File: src/operand_address_decode_defines.vh
// constants for the operand and address decode block
// assumes inclusion by bare name from the design file
`ifndef OPERAND_ADDRESS_DECODE_DEFINES_VH
`define OPERAND_ADDRESS_DECODE_DEFINES_VH

// ****************************************************
// state timing
// ****************************************************
`define CLKS_PER_STATE      2'd2
// ****************************************************
// operand kinds on op_kind
// ****************************************************
`define OPK_SHORT_DIRECT    4'h0
`define OPK_LONG_DIRECT     4'h1
`define OPK_BYTE_IMM        4'h2
`define OPK_WORD_IMM        4'h3
`define OPK_ZERO_EXT_IMM    4'h4
`define OPK_ONE_EXT_IMM     4'h5
`define OPK_SHORT_IMM       4'h6
`define OPK_LEGACY_BIT      4'h7
`define OPK_EXT_BIT         4'h8
`define OPK_REL             4'h9
`define OPK_BLOCK_JUMP      4'ha
`define OPK_REGION_JUMP     4'hb
`define OPK_FULL_JUMP       4'hc
// ****************************************************
// operand width codes
// ****************************************************
`define WID_BYTE            2'h0
`define WID_WORD            2'h1
`define WID_DWORD           2'h2
// ****************************************************
// address constants
// ****************************************************
`define SFR_SPLIT_BIT       7
`define BIT_RAM_BASE        8'h20
`define EXT_BIT_LOW         24'h000020
`define EXT_BIT_HIGH        24'h00007f
`define BLOCK_BITS          11
`define REGION_BITS         16
`define ONES_WORD           16'hffff
`define ZERO_WORD           16'h0000
// ****************************************************
// wait state decode
// ****************************************************
`define NONPAGE_BASE_STATES 3'd2
`define PAGE_STATES         3'd1

`endif

File: src/operand_address_decode.v
// operand notation decode, effective/target address forming and fetch pacing
// assumes synchronous inputs on clk and config bits stable from a reset fetch
// all configuration is taken once, on the first clock after reset
//
// How it works
// - one state equals two system clocks
// - internal code fetch brings sixteen bits
// - external code buffered in prefetch queue
// - page one state, non-page two plus waits
// - short direct low half RAM, high SFR
// - short direct width follows other operand
// - long direct confined to lowest 64K
// - byte immediate 8 bits, word 16
// - double word immediates zero/one extended
// - short immediate field gives 1,2,4
// - legacy bit low half maps RAM 20h-2Fh
// - legacy bit high half maps SFR x0/x8
// - extended bit reaches low RAM or SFR
// - relative: signed byte plus next address
// - block jump replaces low eleven bits
// - region jump replaces low sixteen bits
// - full jump loads all 24 bits
// - reset config bit picks binary/source mode
// - config bit picks page/non-page mode
// - two-bit code sets three..zero waits
`timescale 1ns/1ns
`include "operand_address_decode_defines.vh"

module operand_address_decode
#(
  parameter QUEUE_DEPTH = 4,                 // prefetch queue bytes
  parameter QUEUE_AW    = 2                  // queue index width
)
(
  input  wire        clk,
  input  wire        resetn,
  // configuration bits sampled at reset release
  input  wire        cfg_source_mode,
  input  wire        cfg_nonpage,
  input  wire        wait_count_hi_n,
  input  wire        wait_count_lo_n,
  // fetch side
  input  wire        code_external,
  input  wire [15:0] int_code_word,
  input  wire        int_code_valid,
  input  wire [7:0]  ext_code_byte,
  input  wire        ext_code_valid,
  output wire        ext_fetch_req,
  // execution side consumes one byte per take
  input  wire        exec_take,
  output wire        exec_byte_valid,
  output reg  [7:0]  exec_byte,
  // operand decode request
  input  wire        op_valid,
  input  wire [3:0]  op_kind,
  input  wire [1:0]  other_width,
  input  wire [23:0] op_field,
  input  wire [23:0] next_pc,
  output reg         res_valid,
  output reg  [23:0] res_addr,
  output reg  [31:0] res_data,
  output reg  [1:0]  res_width,
  output reg         res_is_sfr,
  output reg  [2:0]  res_bit,
  output reg         res_error,
  // mode and pacing status
  output reg         source_mode,
  output reg         page_mode,
  output reg  [2:0]  wait_states,
  output reg         state_tick
);

  // ****************************************************
  // configuration capture
  // ****************************************************
  reg        cfg_done_reg;                   // config already caught

  // config is caught on the first clocked edge out of reset
  // caught once; later changes on the config pins are ignored
  always @(posedge clk)
  begin
    if (!resetn)
    begin
      // page mode with three waits until the config is known
      cfg_done_reg <= 1'b0;
      source_mode  <= 1'b0;
      page_mode    <= 1'b1;
      wait_states  <= 3'd3;
    end
    else if (!cfg_done_reg)
    begin
      cfg_done_reg <= 1'b1;
      // source mode is only reported to the opcode decoder
      source_mode  <= cfg_source_mode;
      page_mode    <= ~cfg_nonpage;
      // inverted pair: 00 three waits .. 11 none
      wait_states  <= 3'd3 - {1'b0, wait_count_hi_n, wait_count_lo_n};
    end
  end

  // ****************************************************
  // state timebase
  // ****************************************************
  reg  [1:0] phase_reg;                      // clocks inside a state

  // state_tick pulses once every two clocks
  // tick is registered, so it rises on the same edge that wraps the phase
  // phase restarts on reset so ticks align to reset release
  // external pacing counts these ticks, never raw clocks
  always @(posedge clk)
  begin
    if (!resetn)
    begin
      phase_reg  <= 2'd0;
      state_tick <= 1'b0;
    end
    else if (phase_reg == `CLKS_PER_STATE - 2'd1)
    begin
      phase_reg  <= 2'd0;
      state_tick <= 1'b1;
    end
    else
    begin
      phase_reg  <= phase_reg + 2'd1;
      state_tick <= 1'b0;
    end
  end

  // ****************************************************
  // prefetch queue
  // ****************************************************
  reg  [7:0]          q_mem [0:QUEUE_DEPTH-1];  // byte storage
  reg  [QUEUE_AW-1:0] q_wr_reg;              // write index
  reg  [QUEUE_AW-1:0] q_rd_reg;              // read index
  reg  [QUEUE_AW:0]   q_cnt_reg;             // bytes held
  reg  [2:0]          pace_reg;              // states left per byte
  wire [2:0]          per_byte;              // states per external byte
  wire                q_full;
  wire                q_empty;
  wire                pace_ok;
  wire [1:0]          push_n;                // bytes pushed now
  wire [QUEUE_AW:0]   push_ext;              // push count at queue width
  wire                pop;
  reg  [7:0]          push_lo;
  reg  [7:0]          push_hi;

  // non-page: base states plus waits for every byte
  assign per_byte = page_mode ? `PAGE_STATES
                  : (`NONPAGE_BASE_STATES + wait_states);
  assign q_full   = (q_cnt_reg == QUEUE_DEPTH);
  assign q_empty  = (q_cnt_reg == {(QUEUE_AW+1){1'b0}});
  assign pace_ok  = (pace_reg == 3'd0);
  // external bytes only enter when paced and room exists
  assign ext_fetch_req = code_external && pace_ok && !q_full
                         && cfg_done_reg;
  // internal word needs two free slots
  assign push_n = (!cfg_done_reg) ? 2'd0
                : code_external ? ((ext_fetch_req && ext_code_valid
                                    && state_tick) ? 2'd1 : 2'd0)
                : ((int_code_valid
                    && (q_cnt_reg <= QUEUE_DEPTH - 2)) ? 2'd2 : 2'd0);
  // widen the push count so index and count adders match
  assign push_ext = {{(QUEUE_AW-1){1'b0}}, push_n};
  assign pop  = exec_take && !q_empty;
  // a byte is offered whenever the queue holds one
  assign exec_byte_valid = !q_empty;

  // choose bytes entering the queue, low byte first
  always @*
  begin
    push_lo = code_external ? ext_code_byte : int_code_word[7:0];
    push_hi = int_code_word[15:8];
  end

  // queue storage and pacing counter
  // q_mem has no reset; exec_byte_valid qualifies the head
  always @(posedge clk)
  begin
    if (!resetn)
    begin
      q_wr_reg  <= {QUEUE_AW{1'b0}};
      q_rd_reg  <= {QUEUE_AW{1'b0}};
      q_cnt_reg <= {(QUEUE_AW+1){1'b0}};
      pace_reg  <= 3'd0;
      exec_byte <= 8'h00;
    end
    else
    begin
      if (push_n != 2'd0)
      begin
        q_mem[q_wr_reg] <= push_lo;
        if (push_n == 2'd2)
          q_mem[q_wr_reg + 1'b1] <= push_hi;
      end
      // a take and a push in one clock both count
      q_wr_reg  <= q_wr_reg + push_ext[QUEUE_AW-1:0];
      q_rd_reg  <= q_rd_reg + {{(QUEUE_AW-1){1'b0}}, pop};
      q_cnt_reg <= q_cnt_reg + {{(QUEUE_AW-1){1'b0}}, push_n}
                   - {{QUEUE_AW{1'b0}}, pop};
      // each external byte blocks further fetch for per_byte states
      if (push_n == 2'd1)
        pace_reg <= per_byte - 3'd1;
      else if (state_tick && !pace_ok)
        pace_reg <= pace_reg - 3'd1;
      // head registered: trails the read index by one clock
      exec_byte <= q_mem[q_rd_reg];
    end
  end

  // ****************************************************
  // operand decode
  // ****************************************************
  // decoded values ahead of the result register
  reg  [23:0] addr_next;
  reg  [31:0] data_next;
  reg  [1:0]  width_next;
  reg         sfr_next;
  reg  [2:0]  bit_next;
  reg         err_next;
  wire [23:0] rel_sum;

  // relative sum wraps within 24 bits, carry discarded
  // the displacement sign fills the upper sixteen bits
  assign rel_sum = next_pc + {{16{op_field[7]}}, op_field[7:0]};

  // combinational decode per operand kind
  always @*
  begin
    addr_next  = 24'h000000;
    data_next  = 32'h00000000;
    width_next = `WID_BYTE;
    sfr_next   = 1'b0;
    bit_next   = 3'd0;
    err_next   = 1'b0;
    case (op_kind)
      // bit 7 picks special function register space
      `OPK_SHORT_DIRECT:
      begin
        addr_next  = {16'h0000, op_field[7:0]};
        sfr_next   = op_field[`SFR_SPLIT_BIT];
        width_next = other_width;
      end
      // upper byte forced to zero: lowest 64K only
      `OPK_LONG_DIRECT:
        addr_next = {8'h00, op_field[15:0]};
      `OPK_BYTE_IMM:
        data_next = {24'h000000, op_field[7:0]};
      `OPK_WORD_IMM:
      begin
        data_next  = {`ZERO_WORD, op_field[15:0]};
        width_next = `WID_WORD;
      end
      `OPK_ZERO_EXT_IMM:
      begin
        data_next  = {`ZERO_WORD, op_field[15:0]};
        width_next = `WID_DWORD;
      end
      `OPK_ONE_EXT_IMM:
      begin
        data_next  = {`ONES_WORD, op_field[15:0]};
        width_next = `WID_DWORD;
      end
      `OPK_SHORT_IMM:
      begin
        // field 0,1,2 gives 1,2,4; code 3 is illegal
        if (op_field[1:0] == 2'd3)
          err_next = 1'b1;
        else
          data_next = 32'h00000001 << op_field[1:0];
      end
      `OPK_LEGACY_BIT:
      begin
        bit_next = op_field[2:0];
        // low half: sixteen RAM bytes of eight bits each
        if (!op_field[7])
          addr_next = {16'h0000, `BIT_RAM_BASE
                       + {4'h0, op_field[6:3]}};
        else
        begin
          // high half: register address a multiple of eight
          addr_next = {16'h0000, op_field[7:3], 3'b000};
          sfr_next  = 1'b1;
        end
      end
      `OPK_EXT_BIT:
      begin
        // field[22:3] byte address, field[2:0] bit; field[23] picks sfr
        bit_next  = op_field[2:0];
        sfr_next  = op_field[23];
        addr_next = {4'h0, op_field[22:3]};
        // low RAM bit outside its window is flagged, never wrapped
        if (!sfr_next && (addr_next < `EXT_BIT_LOW
                          || addr_next > `EXT_BIT_HIGH))
          err_next = 1'b1;
      end
      `OPK_REL:
        addr_next = rel_sum;
      // kept bits come straight from next_pc: no adder, no carry
      `OPK_BLOCK_JUMP:
        addr_next = {next_pc[23:`BLOCK_BITS],
                     op_field[`BLOCK_BITS-1:0]};
      `OPK_REGION_JUMP:
        addr_next = {next_pc[23:`REGION_BITS],
                     op_field[`REGION_BITS-1:0]};
      // whole address replaced; any region is reachable
      `OPK_FULL_JUMP:
        addr_next = op_field;
      default:
        err_next = 1'b1;                            // unknown kind
    endcase
  end

  // registered result, one clock after request
  // fields hold until the next request; valid pulses one clock
  // an illegal request still answers, with res_error set
  always @(posedge clk)
  begin
    if (!resetn)
    begin
      res_valid  <= 1'b0;
      res_addr   <= 24'h000000;
      res_data   <= 32'h00000000;
      res_width  <= `WID_BYTE;
      res_is_sfr <= 1'b0;
      res_bit    <= 3'd0;
      res_error  <= 1'b0;
    end
    else
    begin
      res_valid <= op_valid;
      if (op_valid)
      begin
        res_addr   <= addr_next;
        res_data   <= data_next;
        res_width  <= width_next;
        res_is_sfr <= sfr_next;
        res_bit    <= bit_next;
        res_error  <= err_next;
      end
    end
  end

endmodule // operand_address_decode

File: config.mk
export PLATFORM = sky130hd
export DESIGN_NAME = operand_address_decode
export DESIGN_NICKNAME = d
export VERILOG_FILES = /design/src/operand_address_decode.v
export VERILOG_INCLUDE_DIRS = /design/src
export SDC_FILE = /design/constraint.sdc
export NUM_CORES = 1
export LEC_CHECK = 0
export ABC_CLOCK_PERIOD_IN_PS = 5020
export BUFFER_PORTS_ARGS = -buffer_cell sky130_fd_sc_hd__buf_2
export CORE_UTILIZATION = 44
export DETAILED_ROUTE_END_ITERATION = 12
export PLACE_DENSITY = 0.64
export SLEW_MARGIN = 5
export SYNTH_ARGS = -nofsm -noshare
export SYNTH_HDL_FRONTEND = slang
export SYNTH_SLANG_ARGS = --single-unit
File: constraint.sdc
create_clock -name clk -period 5.02 [get_ports clk]
set_input_delay 1.004 -clock clk [delete_from_list [all_inputs] [get_ports clk]]
set_output_delay 1.004 -clock clk [all_outputs]
set_load 0.03 [all_outputs]
## Yosys cells after proc, flatten, opt, wreduce, memory -nomap -nowiden

Memories as Yosys holds them, arrays and structs flattened. A register that Yosys moved wholly into a read port is not among the register bits.
Index checks and enable logic that the tools add are counted.

- Add/subtract/negate cells: 12
- $lt $le $gt $ge: 3
- Equal/unequal tests: 17
- Shift operators: 1
- Multiplexer cells: 28
- Bitwise gates (word level): 2
- Reductions and logical operators: 25

Operator list:

| operator | number |
|---|---|
| $pmux W24 S8 | 1 |
| $pmux W32 S4 | 1 |
| $mux W32 | 1 |
| $shl A1 B2 Y32 const A | 1 |
| $add A24 B24 Y24 | 1 |
| $eq A4 B4 Y1 const B | 5 |
| $gt A20 B7 Y1 const B | 1 |
| $lt A20 B6 Y1 const B | 1 |
| $eq A4 B3 Y1 const B | 4 |
| $mux W8 | 2 |
| $mux W1 | 13 |
| $mux W3 | 4 |
| $reduce_or A11 Y1 | 1 |
| $logic_and A1 B1 Y1 | 9 |
| $eq A4 B2 Y1 const B | 2 |
| $reduce_or A2 Y1 | 4 |
| $add A6 B4 Y7 const A | 1 |
| $logic_not A3 Y1 | 2 |
| $mux W2 | 3 |
| $pmux W1 S3 | 2 |
| $pmux W2 S3 | 1 |
| $sub A3 B1 Y3 const B | 2 |
| $logic_not A1 Y1 | 5 |
| $add A2 B1 Y2 const B | 2 |
| 15 further kinds | 19 |

- Bits in registers: 83
- RAM bits: 32
- Input bits: 89
- Memories kept: 1

Memory list:

| memory | depth | width | read ports | clocked after Yosys merged registers in | wr ports | line | text |
|---|---|---|---|---|---|---|---|
| q_mem | 4 | 8 | 1 | 1 | 2 | operand_address_decode.v:132 | `reg [7:0] q_mem [0:QUEUE_DEPTH-1];` |

## Longest topological paths before layout

Gate-level depths: netlist of run 1.

- Word-level depth: 14
- Mapped depth: 11

## Worst setup path after synthesis of run 1

No wires, ideal clock.

- Path type: input to output
- Start: input port code_external
- End: output port ext_fetch_req
- Arrival: 1939 ps
- Data required time: 4016 ps
- Setup slack: 2077 ps
- Stages: 3
- Path buffers: 1
- Cells stage by stage: buf_6 nand2_1 nor3_1

- Word-level cells in the longest chain between the ends: 3

Ends and longest elaborated chain:

| element | line | text |
|---|---|---|
| from (decl) | operand_address_decode.v:43 | `input wire code_external,` |
| $logic_and A1 B1 Y1 (2 in series) | operand_address_decode.v:154 | `assign ext_fetch_req = code_external && pace_ok && !q_full` |
| $logic_and A1 B1 Y1 | operand_address_decode.v:155 | `&& cfg_done_reg;` |
| to (decl) | operand_address_decode.v:48 | `output wire ext_fetch_req,` |

Every way passes these cells.

==> run summary, run 1 <==
In the post-synthesis netlist, the biggest area contributors are sky130_fd_sc_hd__dfxtp_1 22%, sky130_fd_sc_hd__edfxtp_1 14%, sky130_fd_sc_hd__ha_1 5.5%, sky130_fd_sc_hd__mux2_2 4.8%, sky130_fd_sc_hd__mux2_4 3.6%. The area growth from synthesis to layout is 15.63%, and the average size of a mapped cell is 9.581 sq um. The number of antenna violations at the first check in global routing came out at 3. After synthesis, the share of flip-flops with an asynchronous set or reset is 0%. The overall die height was 126.0 microns. By count the netlist is led by 75 x sky130_fd_sc_hd__dfxtp_1, 57 x sky130_fd_sc_hd__nand2_1, 45 x sky130_fd_sc_hd__o21ai_0.

The run finished with clean final reports. The total routing usage reported by global routing was 24.69%. TritonCTS built the clock tree.

Final number of max-transition violations: 0. For the maximum level of the CTS H-tree, the log shows 3. The worst hold path belongs to the class reg -> reg.

The detailed router placed 5,985 vias in this run. The logs give 74 for the number of distinct library cells after synthesis and 1,355 for the number of fill cells in the layout. The tools report the HPWL reported at the end of detailed placement as 15.24 mm.

The clock drives 107 sinks. After detailed routing, the number of remaining DRC violations is 0. The worst path needs 3.228 ns of the cycle, external delays included.

The worst pin sits at a relative slew slack of 14.80%. The core outline area came out at 14,750 sq um. OpenSTA, run right after detailed placement, puts the worst setup slack at 1.398 ns. Counting flops per register, the top entry is q_mem.

The logs give 0 for the residual antenna-violating net count after detailed routing and 0.007856 ns for the setup skew after layout. Setup total negative slack on the finished layout was measured at 0 ns. In this run the static leakage power is 0.003409 uW. The count of final hold-check violations was 0. Cell type contributing the most total cell area after synthesis: sky130_fd_sc_hd__dfxtp_1. Maximum number of pins on one net before global-route repair: 46. The register with the most flip-flops in the layout has 32 of them. Number of iterations in the first detailed-routing pass: 5.

The slowest stage cell on the critical path is sky130_fd_sc_hd__nor3b_1. The peak fanout along the critical path came out at 10. For the total power of the final layout, the log shows 2308 uW.

The dominant delay contributor by cell family on the critical path was simple AND/OR/NAND/NOR gates. For the maximum root-to-sink buffer count, the log shows 2. The netlist area before placement was 6764 sq um. At the end of the flow the core is filled with cells to 53.01%. The critical path's largest stage delay came out at 1.04 ns. VDD sags by at most 0.0001729 V.

Sum of buffers and inverters on the critical path: 1. For the pin with the worst max-slew slack, the measured transition is 1.275 ns. The proportion of netlist area held by the largest area contributor was 22.20%.

For this run, the leading register cell type out of synthesis is sky130_fd_sc_hd__dfxtp_1. For the worst-skew pair, the clock arrives at the later sink with an insertion delay of 0.35 ns. Yosys printed 0 warnings.

Of the cells placed in the final design, the portion with a size suffix greater than 1 is 30.11%. For the starting utilization of the core area, the log shows 45.84%. Across the run, the number of max-cap violations was 0. Power per cell area: 295.0 nW/um^2.

The post-synthesis instance total is 706. Number of buffers inserted by port buffering: 167. After floorplanning, the core was divided into 44 placement rows. The count of state elements after synthesis works out to 107. The count of pins on the block boundary was 169; the number of clock buffers inserted by TritonCTS was 9. The run gives 30.53 mm as the wire length of the first global-routing pass. Type of the setup path with the least slack: in -> reg. Placer's final routability congestion estimate: 0.9059. For the via count of the first global-routing pass, the log shows 5,671. The largest registers in the layout are q_mem x32, res_addr x24, res_data x17. Setup violations remaining at the end of the flow were counted as 0. The tree is rooted in a sky130_fd_sc_hd__clkbuf_16. The detailed router finished its first iteration with 696 violations. Buffers inserted to repair hold after CTS numbered 0. The most frequent cell after synthesis is sky130_fd_sc_hd__dfxtp_1. The CTS clock-pin slew for the worst setup and hold paths was 0.07 ns; the post-route fraction of the period consumed by the critical path was 64.29%. Setup repair after global routing left no endpoint under its margin. The sort of element at the end of the critical path is a flip-flop. The register area came out at 2462 sq um.

The mean number of vias per cell came out at 5.856. The logs give 3913 sq um for the total area of multi-input combinational cells and 827 for the synthesized netlist net count. The die is 126.0 microns wide.

The total wirelength of the detailed-routed design came out at 19.71 mm. Across all register-to-register paths, the minimum setup slack is 2.08 ns. The worst setup path is launched from an input pin.

Summed over all layers, the global routing overflow is 0. After detailed routing, the average wire length per cell comes to 19.28 microns. The tools report the final net count as 953.

In the post-route analysis, the smallest setup slack over all paths is 1.792 ns. Gates resized during post-CTS repair numbered 0. The number of enable-type register cells in the synthesized netlist is 32, and the number of buffers inserted to repair setup after CTS is 0.

Static timing analysis puts the maximum clock frequency at 309.8 MHz. For the worst setup path, the data required time is 4.98 ns. The tools report the full die area as 15,870 sq um. The share of the Yosys chip area taken by registers is 36.40%. Data on the critical path arrives at its endpoint at 3.19 ns.

Walking the worst path, the cells encountered are buf_2 -> nand2_1 -> nor4_4 -> a21oi_1 -> nor3b_1.
-- where the power goes --
| group | internal [uW] | switching [uW] | total [uW] |
|---|---|---|---|
| registers | 945 | 58.7 | 1000 |
| clock network | 338 | 329 | 667 |
| logic | 273 | 364 | 637 |
-- path summary, 6_finish.rpt --
| path | startpoint | endpoint | cells after the start |
|---|---|---|---|
| max | code_external | q_mem[3][7] | 5 |
| min | phase_reg[0] | phase_reg[0] | 1 |
| max reg2reg | cfg_done_reg | q_mem[3][7] | 4 |
| min reg2reg | phase_reg[0] | phase_reg[0] | 1 |
-- worst register-to-register path, stage by stage, from the launching register on --
cell                      delay [ns]
sky130_fd_sc_hd__dfxtp_1        0.57
sky130_fd_sc_hd__nand2_1        0.18
sky130_fd_sc_hd__nor4_4         0.55
sky130_fd_sc_hd__a21oi_1        0.21
sky130_fd_sc_hd__nor3b_1        1.04
-- logic make-up (layout without fill, tap and decap cells) --
group / after synthesis / count (layout) / share of synthesized area, %
xor+xnor: 22 / 22 / 2.849
simple gates: 206 / 206 / 16.09
mux: 69 / 69 / 13.41
fa+ha+maj: 32 / 32 / 6.141
other cells: 1 / 2 / 0.05544
flops: 107 / 107 / 36.40
buf+inv: 78 / 209 / 5.864
compound gates: 191 / 191 / 19.18
-- per-stage QoR --
stage,hold WS (ns),area [sq um],cells
after floorplan,0.3982,6764,706
after global placement,0.4060,7545,1005
after detailed placement,0.4156,7545,1005
after CTS,0.4247,7814,1021
after global routing,0.4451,7821,1022
final,0.4216,7821,1022
-- area by class of cell --
type / instances / share of cell area [%]
antenna: 1 / 0.03199
clock buffer: 10 / 2.928
clock inverter: 6 / 0.5119
inverter: 23 / 1.104
multi-input combinational: 521 / 50.02
sequential: 107 / 31.48
tap: 184 / 2.944
timing repair buffer: 170 / 10.97
-- layer usage --
metal	track usage, %	vias up	wire length [microns]
li1	-	2861	-
met1	32.57	2852	8652
met2	40.59	242	9402
met3	4.800	28	1305
met4	8.009	2	332
met5	0	-	13
-- cell usage in the layout, fill, tap and decap left out, types with 3 or more instances in the layout --
cell	instances
sky130_fd_sc_hd__buf_4	3
sky130_fd_sc_hd__mux4_2	8
sky130_fd_sc_hd__o21a_1	7
sky130_fd_sc_hd__nand3_1	15
sky130_fd_sc_hd__xnor2_1	15
sky130_fd_sc_hd__a222oi_1	7
sky130_fd_sc_hd__nor2_1	35
sky130_fd_sc_hd__nor2b_1	19
sky130_fd_sc_hd__o31ai_1	4
sky130_fd_sc_hd__mux2_4	16
sky130_fd_sc_hd__a32oi_1	3
sky130_fd_sc_hd__nand2_1	57
sky130_fd_sc_hd__nor3_1	13
sky130_fd_sc_hd__o21ai_0	45
sky130_fd_sc_hd__mux2i_1	16
sky130_fd_sc_hd__clkbuf_16	9
sky130_fd_sc_hd__nor4_1	4
sky130_fd_sc_hd__ha_1	30
sky130_fd_sc_hd__o21bai_1	3
sky130_fd_sc_hd__mux2_2	29
sky130_fd_sc_hd__nand4_1	8
sky130_fd_sc_hd__buf_2	167
sky130_fd_sc_hd__a22oi_1	13
sky130_fd_sc_hd__inv_1	22
sky130_fd_sc_hd__and2_1	20
sky130_fd_sc_hd__a31oi_1	6
sky130_fd_sc_hd__or3_1	3
sky130_fd_sc_hd__a32o_1	5
sky130_fd_sc_hd__o211ai_1	6
sky130_fd_sc_hd__a21o_1	6
sky130_fd_sc_hd__a21oi_1	41
sky130_fd_sc_hd__and3_1	5
sky130_fd_sc_hd__a22o_1	19
sky130_fd_sc_hd__nand2b_1	7
sky130_fd_sc_hd__dfxtp_1	75
sky130_fd_sc_hd__edfxtp_1	32
sky130_fd_sc_hd__o22ai_1	4
sky130_fd_sc_hd__xor2_1	7
sky130_fd_sc_hd__a211oi_1	5
(Power assumes the default switching activity.)
==> run 2, diff against run 1 <==
--- a/config.mk
+++ b/config.mk
@@ -6,11 +6,12 @@
 export SDC_FILE = /design/constraint.sdc
 export NUM_CORES = 1
 export LEC_CHECK = 0
-export ABC_CLOCK_PERIOD_IN_PS = 5020
+export ABC_AREA = 1
+export ABC_CLOCK_PERIOD_IN_PS = 2900
 export BUFFER_PORTS_ARGS = -buffer_cell sky130_fd_sc_hd__buf_2
 export CORE_UTILIZATION = 44
 export DETAILED_ROUTE_END_ITERATION = 12
-export PLACE_DENSITY = 0.64
+export PLACE_DENSITY = 0.66
 export SLEW_MARGIN = 5
 export SYNTH_ARGS = -nofsm -noshare
 export SYNTH_HDL_FRONTEND = slang
==> constraint.sdc (replaced) <==
create_clock -name clk -period 2.9 [get_ports clk]
set_input_delay 0.58 -clock clk [delete_from_list [all_inputs] [get_ports clk]]
set_output_delay 0.58 -clock clk [all_outputs]
set_load 0.03 [all_outputs]
==> run 2 against run 1 <==
First-iteration DRC count shrank 38%. Core utilization grew 0.81 points. Global-route usage grew 1.2 points. Final area grew 6.2%. Setup slack lost 1.2 ns. Sequential share of layout area shrank 1.8 points. Synthesized cell count grew 47%. Sequential power grew 71%. Die area grew 4.3%. Non-clock buffer count grew 9. Hold slack lost 0.018 ns. Critical path type is now reg -> reg. Largest power group unchanged.
==> run summary, run 2 <==
The flow ran to the end, and the final reports show no timing, DRC or antenna violations. The setup slack of the critical path after layout was 0.6174 ns (was 1.792 ns). The placer's final routability congestion estimate was 0.9954 (was 0.9059).

The power per cell area came out at 504.7 nW/um^2 (was 295.0 nW/um^2). Proportion of synthesized flip-flops having asynchronous set or reset: 0% (unchanged). The area growth from synthesis to layout was 17.60% (was 15.63%). DRC violation count after routing: 0 (unchanged). The clock tree root driver cell was sky130_fd_sc_hd__clkbuf_16 (unchanged). Setup skew after layout: 0.01020 ns (was 0.007856 ns). Top Registers: q_mem x32, res_addr x24, res_data x17 (unchanged). The count of state elements after synthesis was 107 (unchanged). The run gives 16,560 sq um (was 15,870 sq um) as the full die area. For the slack of the worst reg-to-reg path, the log shows 0.62 ns (was 2.08 ns).

The run gives 5 (unchanged) as the number of iterations in the first detailed-routing pass. For the worst supply voltage drop on vdd, the log shows 0.0005284 V (was 0.0001729 V). Leading register cell type out of synthesis: sky130_fd_sc_hd__dfxtp_1 (unchanged). The hold-critical path depth is 2 (was 1). The switching part of the total power came out at 36.54% (was 32.58%). The peak fanout along the critical path is 10 (unchanged), and the flip-flop count of the largest register after layout is 32 (unchanged). The arrival time reported for the critical path endpoint is 2.53 ns (was 3.19 ns), and the count of clock tree sinks is 107 (unchanged).

The final number of max-transition violations is 0 (unchanged). The core outline area came out at 15,430 sq um (was 14,750 sq um). The layout cell share with drive strength beyond 1 was 20.00% (was 30.11%). The proportion of netlist area held by the largest area contributor was 21.27% (was 22.20%); the instance area at placement was 7996 sq um (was 7545 sq um). The total internal power came out at 2659 uW (was 1556 uW). The mean routed wirelength per cell works out to 14.83 microns (was 19.28 microns). The CTS clock-pin slew for the worst setup and hold paths is 0.08 ns (was 0.07 ns), and the warning count from the yosys run is 0 (unchanged). Derived from the worst setup path, the maximum achievable clock frequency is 438.1 MHz.

The HPWL reported at the end of detailed placement came out at 16.53 mm (was 15.24 mm). Largest cells by area after synthesis: sky130_fd_sc_hd__dfxtp_1 21%, sky130_fd_sc_hd__nand2_1 18%, sky130_fd_sc_hd__edfxtp_1 14%, sky130_fd_sc_hd__inv_1 7.5%, sky130_fd_sc_hd__ha_1 5.3% (was sky130_fd_sc_hd__dfxtp_1 22%, sky130_fd_sc_hd__edfxtp_1 14%, sky130_fd_sc_hd__ha_1 5.5%, sky130_fd_sc_hd__mux2_2 4.8%, sky130_fd_sc_hd__mux2_4 3.6%). The cell that appears most often on the critical path is sky130_fd_sc_hd__ha_1. The logs give 0 (unchanged) for the residual antenna-violating net count after detailed routing and 32.25% (was 32.57%) for the global routing met1 resource utilization. The tools report the total congestion overflow as 0 (unchanged).

The tools report the final standard cell area without fillers as 8303 sq um (was 7821 sq um). After layout, the worst path uses 78.71% of the clock period. The tools report the terminating pin of the worst hold path as page_mode (was phase_reg[0]).

For the pre-CTS setup slack, the log shows 0.3152 ns (was 1.398 ns). The run gives 169 (unchanged) as the count of pins on the block boundary. The tools report the met3 track demand over resource in global routing as 4.491% (was 4.800%).

The number of clock buffers inserted by TritonCTS was 9 (unchanged). The combinational share of power is 28.7% (was 27.6%), and the clock network fraction of design power is 30.5% (was 28.9%). Global-route layer with the greatest usage: met2 (unchanged).

The logs give 7061 sq um (was 6764 sq um) for the netlist area before placement and 45.77% (was 45.84%) for the starting utilization of the core area. The maximum number of pins on one net before global-route repair is 37 (was 46), and the minimum clock period is 2.283 ns. The measured slew at the worst slew-check pin was 0.8262 ns (was 1.275 ns). The post-synthesis instance total came out at 1,040 (was 706). The synthesized netlist net count came out at 1,161 (was 827). The run gives 0 (unchanged) as the number of buffers inserted to repair setup after CTS. For the antenna diode instance count, the log shows 0 (was 1).

Most used cells in the layout excluding fill and tap cells: 347 x sky130_fd_sc_hd__nand2_1, 167 x sky130_fd_sc_hd__buf_2, 141 x sky130_fd_sc_hd__inv_1, 100 x sky130_fd_sc_hd__nor2_1, 75 x sky130_fd_sc_hd__dfxtp_1 (was 167 x sky130_fd_sc_hd__buf_2, 75 x sky130_fd_sc_hd__dfxtp_1, 57 x sky130_fd_sc_hd__nand2_1, 45 x sky130_fd_sc_hd__o21ai_0, 41 x sky130_fd_sc_hd__a21oi_1). The register with the highest flop count is q_mem (unchanged). The initial DRC count was 433 (was 696); the post-CTS resize count was 0 (unchanged).

The via count of the first global-routing pass was 6,456 (was 5,671). Worst-path cell chain: nand2_2 -> nor4_4 -> inv_2 -> ha_1 -> inv_1 -> ha_1 -> fa_1 -> o21ai_0 -> a21oi_1 (was buf_2 -> nand2_1 -> nor4_4 -> a21oi_1 -> nor3b_1). Sort of element at the end of the critical path: a flip-flop (unchanged). The cell type contributing the most total cell area after synthesis was sky130_fd_sc_hd__dfxtp_1 (unchanged).

Number of enable-type register cells in the synthesized netlist: 32 (unchanged). The tools report the total wirelength of the detailed-routed design as 20.86 mm (was 19.71 mm). The count of hold-fix buffers inserted at cts is 0 (unchanged).

The number of antenna violations at the first check in global routing is 0 (was 3). The final-report setup violation count was 0 (unchanged). The number of buffers inserted by port buffering is 167 (unchanged).

The maximum level of the CTS H-tree was 3 (unchanged). The cell depth of the worst flop-to-flop path came out at 9 (was 4). Leading post-synthesis cells by instance count: 347 x sky130_fd_sc_hd__nand2_1, 141 x sky130_fd_sc_hd__inv_1, 100 x sky130_fd_sc_hd__nor2_1 (was 75 x sky130_fd_sc_hd__dfxtp_1, 57 x sky130_fd_sc_hd__nand2_1, 45 x sky130_fd_sc_hd__o21ai_0).

Type of the setup path with the least slack: reg -> reg (was in -> reg). The tools report the part of the power in registers as 40.8% (was 43.5%). The start of the worst register-to-register path is cfg_done_reg (unchanged). Sequential-to-total area share from yosys stat: 34.88% (was 36.40%). The leading cell type in the layout, fill and taps excluded is sky130_fd_sc_hd__nand2_1 (was sky130_fd_sc_hd__buf_2). The run gives 1,311 (was 953) as the final net count. The leakage power figure was 0.004342 uW (was 0.003409 uW). The final-layout setup total negative slack was 0 ns (unchanged). Capture point of the worst reg-to-reg path: q_cnt_reg[2] (was q_mem[3][7]). The via total after detailed routing is 7,044 (was 5,985).

The mean number of vias per cell was 5.010 (was 5.856); the overall die height was 128.7 microns (was 126.0 microns). The total routing usage reported by global routing was 25.90% (was 24.69%); the maximum root-to-sink buffer count was 2 (unchanged). Wire length of the first global-routing pass: 32.89 mm (was 30.53 mm).

TritonCTS built the clock tree. The run gives 46 (was 74) as the number of distinct library cells after synthesis. The category of the worst setup path launch point was a flip-flop (was an input pin). The run gives 0 (unchanged) as the max-capacitance violation count. The met2 demand-to-capacity share in global routing is 44.64% (was 40.59%). Most frequent cell after synthesis: sky130_fd_sc_hd__nand2_1 (was sky130_fd_sc_hd__dfxtp_1). The tools report the worst max-slew margin expressed relative to the limit as 44.68% (was 14.80%). The critical path's largest stage delay works out to 0.54 ns (was 1.04 ns). The die outline width is 128.7 microns (was 126.0 microns).

The class of the tightest hold or removal check is in -> reg (was reg -> reg). The count of final hold-check violations is 0 (unchanged), and the average size of a mapped cell is 6.789 sq um (was 9.581 sq um). The logs give 3.15 ns (was 4.98 ns) for the required time of the critical path and 45 (was 44) for the placement row count.

The total net switching power is 1531 uW (was 751.7 uW). The launch point of the worst hold path is cfg_nonpage (was phase_reg[0]). Setup repair after global routing left no endpoint under its margin.

Clock latency reported for the late side of the worst-skew pair: 0.36 ns (was 0.35 ns). Slowest stage cell on the critical path: sky130_fd_sc_hd__dfxtp_1 (was sky130_fd_sc_hd__nor3b_1).
-- run 2: kinds of logic (layout without fill, tap and decap cells) --
family	Yosys count	count (layout)	share of synthesized area, %
XOR/XNOR	6	6	0.7444
AND/OR/NAND/NOR	526	526	31.24
other	1	1	0.05311
AO/OA/AOI/OAI	179	179	15.68
adder cells (fa/ha/maj)	32	32	5.883
buffers and inverters	189	344	11.52
flip-flops	107	107	34.88
-- run 2: final cells by class --
cell class              instances  area, sq um
clock inverters                 7        81.33
clock buffers                   9        225.2
multi-input cells             744         3785
inverters                     149        559.3
repair buffers                179        925.9
flip-flops and latches        107         2462
well taps                     211        264.0
fillers                      1595         7124
-- run 2: power by group through the flow --
stage	Clock [uW]	Combinational [uW]	Sequential [uW]
global placement	0	1180	1740
CTS	1310	1200	1710
floorplan	0	748	1830
global route	1380	1360	1720
finish	1280	1200	1710
detailed placement	0	1200	1750
-- run 2: through the flow --
step	util, %	hold slack, ns	total power, uW	instances
3_5_place_dp	51.83	0.4248	2941	1390
2_1_floorplan	-	0.4084	2582	1040
6_report	53.82	0.4037	4190	1406
3_3_place_gp	51.83	0.4239	2927	1390
4_1_cts	53.82	0.3944	4222	1406
5_1_grt	53.82	0.3975	4463	1406
-- run 2: worst max path at each step --
stage	startpoint	end	slack (ns)	depth (start not counted)
3_3_place_gp	op_field[0]	res_addr[16]	0.31	16
5_1_grt	cfg_done_reg	q_cnt_reg[2]	0.39	9
4_1_cts	cfg_done_reg	q_cnt_reg[2]	0.59	9
3_5_place_dp	op_field[0]	res_addr[16]	0.32	16
2_1_floorplan	code_external	q_cnt_reg[2]	0.46	10
6_report	cfg_done_reg	q_cnt_reg[2]	0.62	9
-- run 2: metal layers --
metal	up-vias	share of wire, %
met5	-	0
li1	3658	-
met3	34	6.6
met4	0	2.7
met1	3111	42
met2	241	48
-- run 2: critical path: cells and delay by family, from the launching register on --
| family | cells | cell delay, ns |
|---|---|---|
| compound gates | 2 | 0.23 |
| fa+ha+maj | 3 | 0.83 |
| buf+inv | 2 | 0.13 |
| flops | 1 | 0.54 |
| simple gates | 2 | 0.43 |
